### src/ptb_pkg.sv
// Package: register map, field positions and timing constants for throttle/break control
`default_nettype none
package ptb_pkg;
	// I/O register offsets
	localparam logic [7:0] OFS_PM_CTRL = 8'h04;
	localparam logic [7:0] OFS_EVENT_ROUTE = 8'h0e;
	localparam logic [7:0] OFS_PROC_CTRL = 8'h10;
	localparam logic [7:0] OFS_LEVEL2 = 8'h14;
	localparam logic [7:0] OFS_LEVEL3 = 8'h15;
	localparam logic [7:0] OFS_GLOBAL_EN = 8'h20;
	localparam logic [7:0] OFS_CLK_CTRL = 8'h28;
	// Field positions
	localparam int B_IRQ_EN = 0;
	localparam int B_THERM_EN = 0;
	localparam int B_USB_EN = 8;
	localparam int B_GP_INPUT_EN = 9;
	localparam int B_RING_EN = 10;
	localparam int B_LID_EN = 11;
	localparam int B_DUTY_LO = 1;
	localparam int B_THR_EN = 4;
	localparam int B_THERM_BK = 2;
	localparam int B_CLK_CTRL_EN = 0;
	localparam int B_BURST_EN = 1;
	localparam int B_SLEEP_EN = 2;
	localparam int B_STOP_STATE_EN = 3;
	// Writable masks and reset values
	localparam logic [15:0] MASK_EVENT_ROUTE = 16'h0f01;
	localparam logic [15:0] MASK_PROC_CTRL = 16'h001e;
	localparam logic [15:0] MASK_GLOBAL_EN = 16'h0004;
	localparam logic [15:0] MASK_CLK_CTRL = 16'h000f;
	localparam logic [15:0] MASK_PM_CTRL = 16'h0001;
	localparam logic [15:0] RESET_REG = 16'h0000;
	// Device variants
	localparam logic [1:0] VAR_ORIGINAL = 2'h0;
	localparam logic [1:0] VAR_ENHANCED = 2'h1;
	localparam logic [1:0] VAR_MOBILE = 2'h2;
	// Timing
	localparam int CLK_MHZ = 250;
	localparam int THR_SLOTS = 8;
	localparam int THR_PERIOD_US = 244;
	localparam int THR_PERIOD_MOBILE_NS = 30500;
	localparam int MOBILE_SLOT_CYC = (THR_PERIOD_MOBILE_NS * CLK_MHZ / 1000) / THR_SLOTS;
	localparam int THERM_HOLD_S = 2;
	localparam int TICK_HZ = 32768;
	localparam int THERM_HOLD_TICKS = THERM_HOLD_S * TICK_HZ;
	localparam logic [3:0] BURST_TICKS = 4'h8;
	// Clock control states
	typedef enum logic [1:0] {
		CC_FULL = 2'b00,
		CC_GRANT = 2'b01,
		CC_THROT = 2'b10,
		CC_BURST = 2'b11
	} ptb_state_t;
endpackage
`default_nettype wire

### src/ptb_throttle_break_ctrl.sv
// Processor stop-clock throttling, break/burst handling and event routing
`default_nettype none
module ptb_throttle_break_ctrl #(
	parameter logic [1:0] VARIANT = ptb_pkg::VAR_ENHANCED,
	parameter int THERM_TICKS = ptb_pkg::THERM_HOLD_TICKS
) (
	input wire logic clk,
	input wire logic reset,
	input wire logic tick_32k,
	input wire logic [7:0] io_addr,
	input wire logic io_wr,
	input wire logic io_rd,
	input wire logic [15:0] io_wdata,
	output logic [15:0] io_rdata,
	input wire logic wake_event,
	input wire logic thermal_alarm_in_n,
	input wire logic ring_event_flag,
	input wire logic usb_event_flag,
	input wire logic lid_event_flag,
	input wire logic gp_input_event_flag,
	input wire logic thermal_event_flag,
	output logic stop_clock_out_n,
	output logic cache_sleep_out,
	output logic sys_ctrl_irq,
	output logic sys_mgmt_irq_n,
	output logic resume_event,
	output logic [1:0] cc_state
);
	import ptb_pkg::*;

	logic [15:0] pm_ctrl_q, event_route_enable_q, processor_control_q, global_event_enable_q, clk_ctrl_q;
	ptb_state_t state_q, state_d, ret_q;
	logic [2:0] slot_q;
	logic [9:0] sub_q;
	logic [16:0] therm_cnt_q;
	logic therm_ovr_q, alarm_prev_q;
	logic [3:0] burst_cnt_q;
	logic [15:0] rdata_q;
	logic stop_q, sleep_q, ctrl_irq_q, mgmt_irq_q, resume_q;

	// Register decode
	wire sel_pm = io_addr == OFS_PM_CTRL;
	wire sel_route = io_addr == OFS_EVENT_ROUTE;
	wire sel_proc = io_addr == OFS_PROC_CTRL;
	wire sel_glob = io_addr == OFS_GLOBAL_EN;
	wire sel_clk = io_addr == OFS_CLK_CTRL;
	wire level2_rd = io_rd && (io_addr == OFS_LEVEL2);
	wire level3_rd = io_rd && (io_addr == OFS_LEVEL3);

	// Control fields
	wire enhanced = VARIANT != VAR_ORIGINAL;
	wire mobile = VARIANT == VAR_MOBILE;
	wire clock_ctrl_enable = clk_ctrl_q[B_CLK_CTRL_EN];
	wire burst_enable = clk_ctrl_q[B_BURST_EN];
	wire cache_sleep_enable = clk_ctrl_q[B_SLEEP_EN];
	wire throttle_enable = processor_control_q[B_THR_EN];
	wire [2:0] throttle_duty_field = processor_control_q[B_DUTY_LO +: 3];
	wire thermal_break_enable = global_event_enable_q[B_THERM_BK];
	wire sys_ctrl_irq_enable = pm_ctrl_q[B_IRQ_EN];

	// Register writes
	// enables reset to zero
	always_ff @(posedge clk) begin
		if (reset) begin
			pm_ctrl_q <= RESET_REG;
			event_route_enable_q <= RESET_REG;
			processor_control_q <= RESET_REG;
			global_event_enable_q <= RESET_REG;
			clk_ctrl_q <= RESET_REG;
		end else if (io_wr) begin
			if (sel_pm) pm_ctrl_q <= io_wdata & MASK_PM_CTRL;
			if (sel_route) event_route_enable_q <= io_wdata & MASK_EVENT_ROUTE;
			if (sel_proc) processor_control_q <= io_wdata & MASK_PROC_CTRL;
			if (sel_glob) global_event_enable_q <= io_wdata & MASK_GLOBAL_EN;
			if (sel_clk) clk_ctrl_q <= io_wdata & MASK_CLK_CTRL;
		end
	end

	// Read data, one cycle after the strobe; unmapped reads zero
	wire [15:0] rd_mux = sel_pm ? pm_ctrl_q : sel_route ? event_route_enable_q :
		sel_proc ? processor_control_q : sel_glob ? global_event_enable_q :
		sel_clk ? clk_ctrl_q : 16'h0000;
	always_ff @(posedge clk) begin
		if (reset) rdata_q <= 16'h0000;
		else if (io_rd) rdata_q <= rd_mux;
	end
	assign io_rdata = rdata_q;

	// Throttle slot timing: eighths of a period
	// standard period is eight 32 kHz ticks
	// mobile eighth counted in core cycles
	wire sub_wrap = sub_q == 10'(MOBILE_SLOT_CYC - 1);
	wire slot_adv = mobile ? sub_wrap : tick_32k;
	always_ff @(posedge clk) begin
		if (reset) begin
			sub_q <= 10'h000;
			slot_q <= 3'h0;
		end else begin
			sub_q <= sub_wrap ? 10'h000 : sub_q + 10'h001;
			if (slot_adv) slot_q <= slot_q + 3'h1;
		end
	end
	// assert for 8 minus code eighths; 000 never
	wire duty_on = (throttle_duty_field != 3'h0) && ({1'b0, slot_q} < (4'h8 - {1'b0, throttle_duty_field}));

	// Thermal alarm hold timer
	// alarm held beyond 2 s in low power
	wire low_power = state_q != CC_FULL;
	wire alarm = !thermal_alarm_in_n;
	wire therm_release = therm_ovr_q && !alarm;
	always_ff @(posedge clk) begin
		if (reset) begin
			therm_cnt_q <= 17'h00000;
			therm_ovr_q <= 1'b0;
			alarm_prev_q <= 1'b0;
		end else begin
			alarm_prev_q <= alarm;
			if (!alarm) therm_cnt_q <= 17'h00000;
			else if (low_power && tick_32k && therm_cnt_q != 17'(THERM_TICKS)) therm_cnt_q <= therm_cnt_q + 17'h00001;
			if (!alarm) therm_ovr_q <= 1'b0;
			else if (therm_cnt_q == 17'(THERM_TICKS) && low_power) therm_ovr_q <= 1'b1;
		end
	end

	// Break sources
	// thermal release can break on enhanced parts
	wire therm_brk = therm_release && thermal_break_enable;
	wire brk_raw = wake_event || therm_brk;
	wire brk = brk_raw && (enhanced || !therm_ovr_q);
	// burst enable splits the event kind
	wire stop_brk = brk && !burst_enable;
	wire burst_ev = brk && burst_enable;
	wire manual = enhanced && clock_ctrl_enable && throttle_enable;
	wire burst_done = burst_cnt_q == BURST_TICKS;

	// Clock control state machine
	always_comb begin
		state_d = state_q;
		case (state_q)
			CC_FULL: begin
				if (clock_ctrl_enable && level2_rd && throttle_enable && !enhanced) state_d = CC_THROT;
				else if (clock_ctrl_enable && (level2_rd || level3_rd)) state_d = CC_GRANT;
				else if (manual) state_d = CC_THROT;
			end
			CC_GRANT: begin
				if (!clock_ctrl_enable) state_d = CC_FULL;
				else if (stop_brk) state_d = manual ? CC_THROT : CC_FULL;
				else if (burst_ev) state_d = CC_BURST;
			end
			CC_THROT: begin
				if (!clock_ctrl_enable || (enhanced && !throttle_enable)) state_d = CC_FULL;
				// level-2 read drops to plain grant
				else if (enhanced && level2_rd) state_d = CC_GRANT;
				else if (!enhanced && stop_brk) state_d = CC_FULL;
				else if (!enhanced && burst_ev) state_d = CC_BURST;
			end
			default: begin
				if (!clock_ctrl_enable) state_d = CC_FULL;
				else if (stop_brk) state_d = CC_FULL;
				else if (burst_done) state_d = ret_q;
			end
		endcase
	end

	// State, burst return point and burst timer
	always_ff @(posedge clk) begin
		if (reset) begin
			state_q <= CC_FULL;
			ret_q <= CC_FULL;
			burst_cnt_q <= 4'h0;
		end else begin
			state_q <= state_d;
			if (state_q != CC_BURST) ret_q <= state_q;
			if (state_q != CC_BURST) burst_cnt_q <= 4'h0;
			else if (tick_32k && !burst_done) burst_cnt_q <= burst_cnt_q + 4'h1;
		end
	end
	assign cc_state = state_q;

	// Stop clock and cache sleep drive
	// toggling while throttling; thermal forces it on enhanced parts
	wire throttling = (state_q == CC_THROT) || (enhanced && therm_ovr_q);
	wire stop_d = (state_q == CC_GRANT && !(enhanced && therm_ovr_q)) || (throttling && duty_on);
	always_ff @(posedge clk) begin
		if (reset) begin
			stop_q <= 1'b0;
			sleep_q <= 1'b0;
		end else begin
			stop_q <= stop_d;
			sleep_q <= cache_sleep_enable && throttling && duty_on;
		end
	end
	assign stop_clock_out_n = !stop_q;
	assign cache_sleep_out = sleep_q;

	// Event routing to interrupts and resume
	// ring and USB only through the control irq
	wire ring_hit = ring_event_flag && event_route_enable_q[B_RING_EN];
	wire usb_hit = usb_event_flag && event_route_enable_q[B_USB_EN];
	// lid, input and thermal routed by mode
	wire lid_hit = lid_event_flag && event_route_enable_q[B_LID_EN];
	wire gpi_hit = gp_input_event_flag && event_route_enable_q[B_GP_INPUT_EN];
	wire therm_hit = thermal_event_flag && event_route_enable_q[B_THERM_EN];
	wire mgmt_src = lid_hit || gpi_hit || therm_hit;
	always_ff @(posedge clk) begin
		if (reset) begin
			ctrl_irq_q <= 1'b0;
			mgmt_irq_q <= 1'b0;
			resume_q <= 1'b0;
		end else begin
			ctrl_irq_q <= sys_ctrl_irq_enable && (ring_hit || usb_hit || mgmt_src);
			mgmt_irq_q <= !sys_ctrl_irq_enable && mgmt_src;
			resume_q <= ring_hit || usb_hit || lid_hit || gpi_hit;
		end
	end
	assign sys_ctrl_irq = ctrl_irq_q;
	assign sys_mgmt_irq_n = !mgmt_irq_q;
	assign resume_event = resume_q;

	// Checks
	AST_CC_CLEAR: assert property (@(posedge clk) disable iff (reset)
		!clock_ctrl_enable && state_q != CC_FULL |=> state_q == CC_FULL)
		else $error("clock control left on after enable cleared");
	AST_MANUAL_START: assert property (@(posedge clk) disable iff (reset)
		enhanced && state_q == CC_FULL && manual && !level2_rd && !level3_rd |=> state_q == CC_THROT)
		else $error("manual throttle did not start");
	AST_MANUAL_STOP: assert property (@(posedge clk) disable iff (reset)
		enhanced && state_q == CC_THROT && !throttle_enable |=> state_q == CC_FULL)
		else $error("manual throttle did not stop");
	AST_ORIG_BREAK: assert property (@(posedge clk) disable iff (reset)
		!enhanced && state_q == CC_THROT && clock_ctrl_enable && stop_brk |=> state_q == CC_FULL)
		else $error("break did not end throttling");
	AST_ENH_HOLD: assert property (@(posedge clk) disable iff (reset)
		enhanced && state_q == CC_THROT && manual && !level2_rd |=> state_q == CC_THROT)
		else $error("throttle ended while enabled");
	AST_GRANT_BREAK: assert property (@(posedge clk) disable iff (reset)
		enhanced && state_q == CC_GRANT && manual && stop_brk |=> state_q == CC_THROT)
		else $error("no throttle after break from grant");
	AST_DUTY: assert property (@(posedge clk) disable iff (reset)
		state_q == CC_THROT && !therm_ovr_q && throttle_duty_field == 3'h7 && slot_q == 3'h1 && $stable(state_q)
		|=> stop_clock_out_n)
		else $error("12.5 percent duty asserted too long");
	AST_GRANT_STOP: assert property (@(posedge clk) disable iff (reset)
		state_q == CC_GRANT && !therm_ovr_q |=> !stop_clock_out_n)
		else $error("stop clock not asserted in grant");
	AST_RING_IRQ: assert property (@(posedge clk) disable iff (reset)
		ring_event_flag && !(sys_ctrl_irq_enable && event_route_enable_q[B_RING_EN]) && !usb_hit && !mgmt_src
		|=> !sys_ctrl_irq)
		else $error("ring irq without both enables");
	AST_THERM_DEFER: assert property (@(posedge clk) disable iff (reset)
		!enhanced && therm_ovr_q && state_q == CC_GRANT && clock_ctrl_enable |=> state_q != CC_FULL)
		else $error("break not deferred under thermal override");
	AST_THERM_BREAK: assert property (@(posedge clk) disable iff (reset)
		enhanced && therm_ovr_q && alarm_prev_q && !alarm && thermal_break_enable && !burst_enable
		&& state_q == CC_GRANT && clock_ctrl_enable && !manual |=> state_q == CC_FULL)
		else $error("thermal release produced no break");
	AST_ENH_LEVEL2: assert property (@(posedge clk) disable iff (reset)
		enhanced && state_q != CC_BURST && manual && level2_rd && !brk |=> state_q == CC_GRANT)
		else $error("level-2 read did not enter grant");
	AST_BURST_KIND: assert property (@(posedge clk) disable iff (reset)
		state_q == CC_GRANT && clock_ctrl_enable && burst_enable && brk |=> state_q == CC_BURST)
		else $error("wake with burst enable did not burst");
	AST_USB_IRQ: assert property (@(posedge clk) disable iff (reset)
		usb_event_flag && !(sys_ctrl_irq_enable && event_route_enable_q[B_USB_EN]) && !ring_hit && !mgmt_src
		|=> !sys_ctrl_irq)
		else $error("usb irq without both enables");
	AST_THERM_THROTTLE: assert property (@(posedge clk) disable iff (reset)
		enhanced && therm_ovr_q && state_q == CC_GRANT && !duty_on |=> stop_clock_out_n)
		else $error("thermal override did not release stop clock");
	AST_ZERO_DUTY: assert property (@(posedge clk) disable iff (reset)
		state_q == CC_THROT && throttle_duty_field == 3'h0 |=> stop_clock_out_n)
		else $error("reserved duty code asserted stop clock");

	COV_THROTTLE: cover property (@(posedge clk) disable iff (reset) state_q == CC_FULL ##1 state_q == CC_THROT);
	COV_BURST: cover property (@(posedge clk) disable iff (reset) state_q == CC_BURST ##1 state_q == CC_GRANT);
	COV_THERM: cover property (@(posedge clk) disable iff (reset) $rose(therm_ovr_q));
	COV_CTRL_IRQ: cover property (@(posedge clk) disable iff (reset) $rose(sys_ctrl_irq));
endmodule
`default_nettype wire

### config.mk
export PLATFORM = sky130hd
export DESIGN_NAME = ptb_throttle_break_ctrl
export DESIGN_NICKNAME = d
export VERILOG_FILES = /design/src/ptb_pkg.sv /design/src/ptb_throttle_break_ctrl.sv
export SDC_FILE = /design/constraint.sdc
export NUM_CORES = 1
export LEC_CHECK = 0
export BUFFER_PORTS_ARGS = -buffer_cell sky130_fd_sc_hd__buf_4
export CAP_MARGIN = 20
export CORE_MARGIN = 5
export CORE_UTILIZATION = 45
export DETAILED_ROUTE_END_ITERATION = 7
export GPL_ROUTABILITY_DRIVEN = 0
export PLACE_DENSITY = 0.72
export REMOVE_ABC_BUFFERS = 1
export SKIP_CTS_REPAIR_TIMING = 1
export SYNTH_ARGS = -nofsm -noshare
export SYNTH_HDL_FRONTEND = slang
export SYNTH_SLANG_ARGS = --single-unit
### constraint.sdc
create_clock -name clk -period 2.5 [get_ports clk]
set_clock_uncertainty 0.2 [all_clocks]
set_input_delay 0.375 -clock clk [delete_from_list [all_inputs] [get_ports clk]]
set_output_delay 0.375 -clock clk [all_outputs]
set_load 0.03 [all_outputs]
== Word level (Yosys, flattened, before mapping) ==
Index checks and enable logic that the tools add are counted.
Storage, ports and cells
  bits of input ports: 36
  output and inout port bits: 23
  logic and storage cells: 110
  bits in registers: 65
Operators by class
  eq/ne operators: 17
  magnitude comparators: 1
  $add $sub $neg: 4
  multiplexer cells: 17
  reduce and logical (&&, ||, !) cells: 54
Operator list (number)
  equality test 8 x 5 -> 1 bit, second input constant: 3
  logical AND 1 bit: 24
  two-way mux 12 bit: 2
  two-way mux 2 bit: 11
  adder 17 x 1 -> 17 bit, second input constant: 1
  equality test 17 bit, second input constant: 1
  inequality test 17 bit, second input constant: 1
  equality test 8 x 6 -> 1 bit, second input constant: 2
  logical OR 1 bit: 11
  AND reduction 2 bit: 5
  equality test 8 x 3 -> 1 bit, second input constant: 1
  equality test 8 x 4 -> 1 bit, second input constant: 1
  logical NOT 1 bit: 8
  two-way mux 4 bit: 2
  inequality test 3 bit, second input constant: 2
  inequality test 6 x 1 -> 1 bit, second input constant: 1
  case mux 2 bit (3 select lines): 1
  two-way mux 5 bit: 1
  adder 4 x 1 -> 4 bit, second input constant: 1
  equality test 4 bit, second input constant: 1
  < comparator 3 x 4 -> 1 bit: 1
  inequality test 4 bit, second input constant: 1
  AND reduction 4 bit: 1
  OR reduction 2 bit: 2
  other kinds (8): 8

== Depth between registers and ports, before layout ==
  word-level depth: 8
  depth in mapped cells: 8
  mapped depth without buffers: 8

== Worst setup path before layout ==
Ideal clock, no wire load.
  kind: register to register
  start point: reg state_q[0] (netlist: cc_state[0])
  end point: reg therm_cnt_q[16]
  slack: 0.177 ns
  clock period less this slack: 2.323 ns
  cell stages (with the launch flop): 8
  buffers on the path: 0
  required time: 2.241 ns
  arrival time: 2.063 ns
  setup time: 0.059 ns
  path through: dfxtp_1 inv_1 ha_1 nand2b_1 a41oi_2 nand3_2 or4_1 nand2_1
Between the ends
  cells in the longest elaborated chain, start to end: 3
RTL lines
  start: declaration: line ptb_throttle_break_ctrl.sv:32  | ptb_state_t state_q, state_d, ret_q;
  start signal: assignment: line ptb_throttle_break_ctrl.sv:172  | state_q <= state_d;
  nonzero test 2 bit: line ptb_throttle_break_ctrl.sv:108  | wire low_power = state_q != CC_FULL;
  logical AND 1 bit (2 in a row): line ptb_throttle_break_ctrl.sv:119  | else if (low_power && tick_32k && therm_cnt_q != 17'(THERM_TICKS)) therm_cnt_q <= therm_cnt_q + 17'h00001;
  end signal: assignment: line ptb_throttle_break_ctrl.sv:119
  end: declaration: line ptb_throttle_break_ctrl.sv:35  | logic [16:0] therm_cnt_q;
Every way passes these cells.
A chain may end at the register's enable or synchronous reset.

== Worst setup path in the final report ==
  start point: reg state_q[1] (netlist: cc_state[1])
  end point: reg therm_cnt_q[16]
Same word-level chain as after synthesis.

==> metrics <==
status completed; setup TNS 0 ns; crit end category flip-flop; Max IR drop VDD 0.469 mV; share of cells above drive strength 1 approximately 18%; pin count of the biggest net entering global routing 40; RSZ-0062 raised after global routing no; clk slew on worst S/H paths 0.07 ns; Routed Wire Length 6190 µm; fin. max-slew vios 0; Fillers between 500 and 600; synth top area cells dfxtp_1, nor2_1, ha_1; top cell type's share of synthesized area between 30% and 40%; Tmin final between 2 and 2.5 ns; total power 2.45 mW; core box area about 0.0063 mm²; row cnt 29; Tot GR Track Use 15.3%; number of antenna violations at the first check in global routing 0; number of synthesized flops with an enable pin 0; worst hold slack slightly above 0.07 ns; first-pass detailed-route iteration total 4; cell taking the most area after synthesis dfxtp_1; Starting DRT DRC Count 110; Critical Path, Cell by Cell inv_1 > ha_1 > nand2b_1 > a41oi_2 > nand3_2 > or4_1 > nand2_1; Cells after Synth 342; Startpoint Class flip-flop; Post-Place Setup Slack roughly 0.33 ns; Slew @ Worst Pin roughly 0.50 ns; CP max-delay cell or4_1; diodes inserted 0; top_reg_cell synth dfxtp_1; die width roughly 91 µm; TritonCTS clock tree yes; estimated wirelength of the detail-placed design between 4000 and 5000 µm; Via density approximately 5.3; Setup CP Type flip-flop to flip-flop; DIE AREA about 0.0083 mm²; vias 2480; Final setup viols 0; Worst Path Max Fanout 6; leak pwr ~1.5 nW; switching fraction of total power between 20% and 30%; final worst slack between 0.3 and 0.4 ns; required time of the critical path roughly 2.6 ns; H-tree depth 3; CTS root buf clkbuf_8; first-pass GRT wire length between 10000 and 15000 µm; most frequent cells in the layout dfxtp_1, nor2_1, buf_4; Max Cap Viol 0; Final Cycle Share between 80% and 90%; synthesized cell area 0.00294 mm²; Syn Area/Cell ~8.6 µm²; Routed WL per cell 13.3 µm; Max Fclk around 460 MHz; DRT antenna net count 0; clk sinks 58; Die Ht between 90 and 100 µm; design area 0.00357 mm²; Synthesis Warnings 0; Max Buffers Root-to-Sink 2; Yosys reg bits slightly below 60; Initial Util 46.4%; area of the multi-input gates 0.00162 mm²; HP Class input port to flip-flop; register area share after synthesis between 30% and 40%; insertion delay to the later sink of the worst-skew pair approximately 0.34 ns; FFs w/ async S/R, synth 0%; Area Overhead vs Synth 21.2%; DP Area ~0.0033 mm²; most common cell after layout, fill and taps aside dfxtp_1; cts bufs inserted 9; cell internal pwr roughly 1.9 mW; vias in the first global route 2338; NetSw ~0.57 mW; sequential power share roughly two fifths; synth unique cells 50; pwr dens around 690 mW/mm²; Hold Vio Cnt, Final 0; GR Overflow Total 0; data arrival time of the critical path between 2 and 2.5 ns; Clock power frac between 40% and 50%; Gate power share around an eighth; headroom to the max-slew limit around 66%; slowest cell delay on critical path 0.47 ns; IO buf count 44; Final nets ~440; FF+latch area 0.00116 mm²; DRC Markers 0; Top Ports between 50 and 60
==> sequential cells by signal, indices dropped and copies added (netlist names) <==
register,flops
burst_cnt_q,4
event_route_enable_q,5
processor_control_q,4
ret_q,2
pm_ctrl_q,1
cache_sleep_out,1
therm_cnt_q,17
io_rdata,9
resume_event,1
clk_ctrl_q,4
cc_state,2
therm_ovr_q,1
slot_q,3
mgmt_irq_q,1
stop_q,1
global_event_enable_q,1
sys_ctrl_irq,1
==> synth_stat cells (3+ instances only) <==
| cell | number |
|---|---|
| buf_4 | 7 |
| nor2b_1 | 4 |
| dfxtp_1 | 58 |
| o211ai_1 | 6 |
| nor3_1 | 3 |
| ha_1 | 14 |
| or4_1 | 3 |
| clkbuf_1 | 9 |
| o21ai_0 | 4 |
| nand2_1 | 25 |
| a21oi_1 | 20 |
| nand3_1 | 15 |
| xnor2_1 | 4 |
| xor2_1 | 14 |
| mux2i_1 | 15 |
| buf_2 | 3 |
| and4_1 | 3 |
| and2_1 | 5 |
| inv_1 | 18 |
| nand2b_1 | 6 |
| and3_1 | 7 |
| nand4_1 | 13 |
| nor2_1 | 50 |
==> kinds of logic (layout without fill, tap and decap cells) <==
logic type | Yosys count | after routing | share of synthesized area (%)
muxes | 15 | 15 | 5.10
xor gates and xnor gates | 18 | 18 | 5.35
other | 1 | 7 | 0.127
and+or+nand+nor | 143 | 143 | 25.0
AOI/OAI and AO/OA | 53 | 53 | 12.6
DFF | 58 | 58 | 39.4
buffers and inverters | 40 | 82 | 6.37
adders and majority gates | 14 | 14 | 5.95
==> layout make-up <==
type | count | area share, %
well taps | 77 | 2.70
inverters | 18 | 1.89
clock buffers | 11 | 3.96
clock inverters | 5 | 3.51
flip-flops and latches | 58 | 32.5
repair buffers | 48 | 10.1
multi-input cells | 250 | 45.3
==> worst paths after layout <==
| kind | slack [ns] | to | from | depth (start not counted) |
|---|---|---|---|---|
| setup / recovery | 0.33 | therm_cnt_q[16] | cc_state[1] | 7 |
| hold / removal | 0.07 | event_route_enable_q[11] | io_wdata[11] | 3 |
| setup reg to reg | 0.33 | therm_cnt_q[16] | cc_state[1] | 7 |
| hold reg to reg | 0.26 | clk_ctrl_q[3] | clk_ctrl_q[3] | 2 |
==> metal layers <==
| metal | part of all wire, % | track usage, % | routed length (µm) |
|---|---|---|---|
| met5 | 0 | 0 | 0 |
| met4 | 1.5 | 5.75 | 92 |
| met3 | 7.4 | 5.92 | 460 |
| met2 | 45 | 24.4 | 2780 |
| met1 | 46 | 18.7 | 2850 |
==> stage by stage <==
| stage | util, % | instances |
|---|---|---|
| 6_report | 56.2 | 467 |
| 5_1_grt | 56.2 | 467 |
| 3_5_place_dp | 52.0 | 451 |
| 2_1_floorplan | - | 326 |
| 4_1_cts | 56.2 | 467 |
| 3_3_place_gp | 52.0 | 451 |
==> critical path, delay by kind of cell, from the launching register on <==
kind                     cells  cell delay (ns)
AO/OA/AOI/OAI                1             0.24
adder cells (fa/ha/maj)      1             0.28
buffers and inverters        1             0.11
flip-flops                   1             0.42
AND/OR/NAND/NOR              4             0.87
==> power groups by stage <==
stage,clock network (mW),logic (mW),registers [mW]
2_1_floorplan,0,0.173,1.01
3_3_place_gp,0,0.321,0.992
3_5_place_dp,0,0.325,0.994
4_1_cts,1.18,0.326,0.973
5_1_grt,1.22,0.361,0.976
6_report,1.15,0.325,0.973
Note: power is estimated with default switching activity, not from simulation.
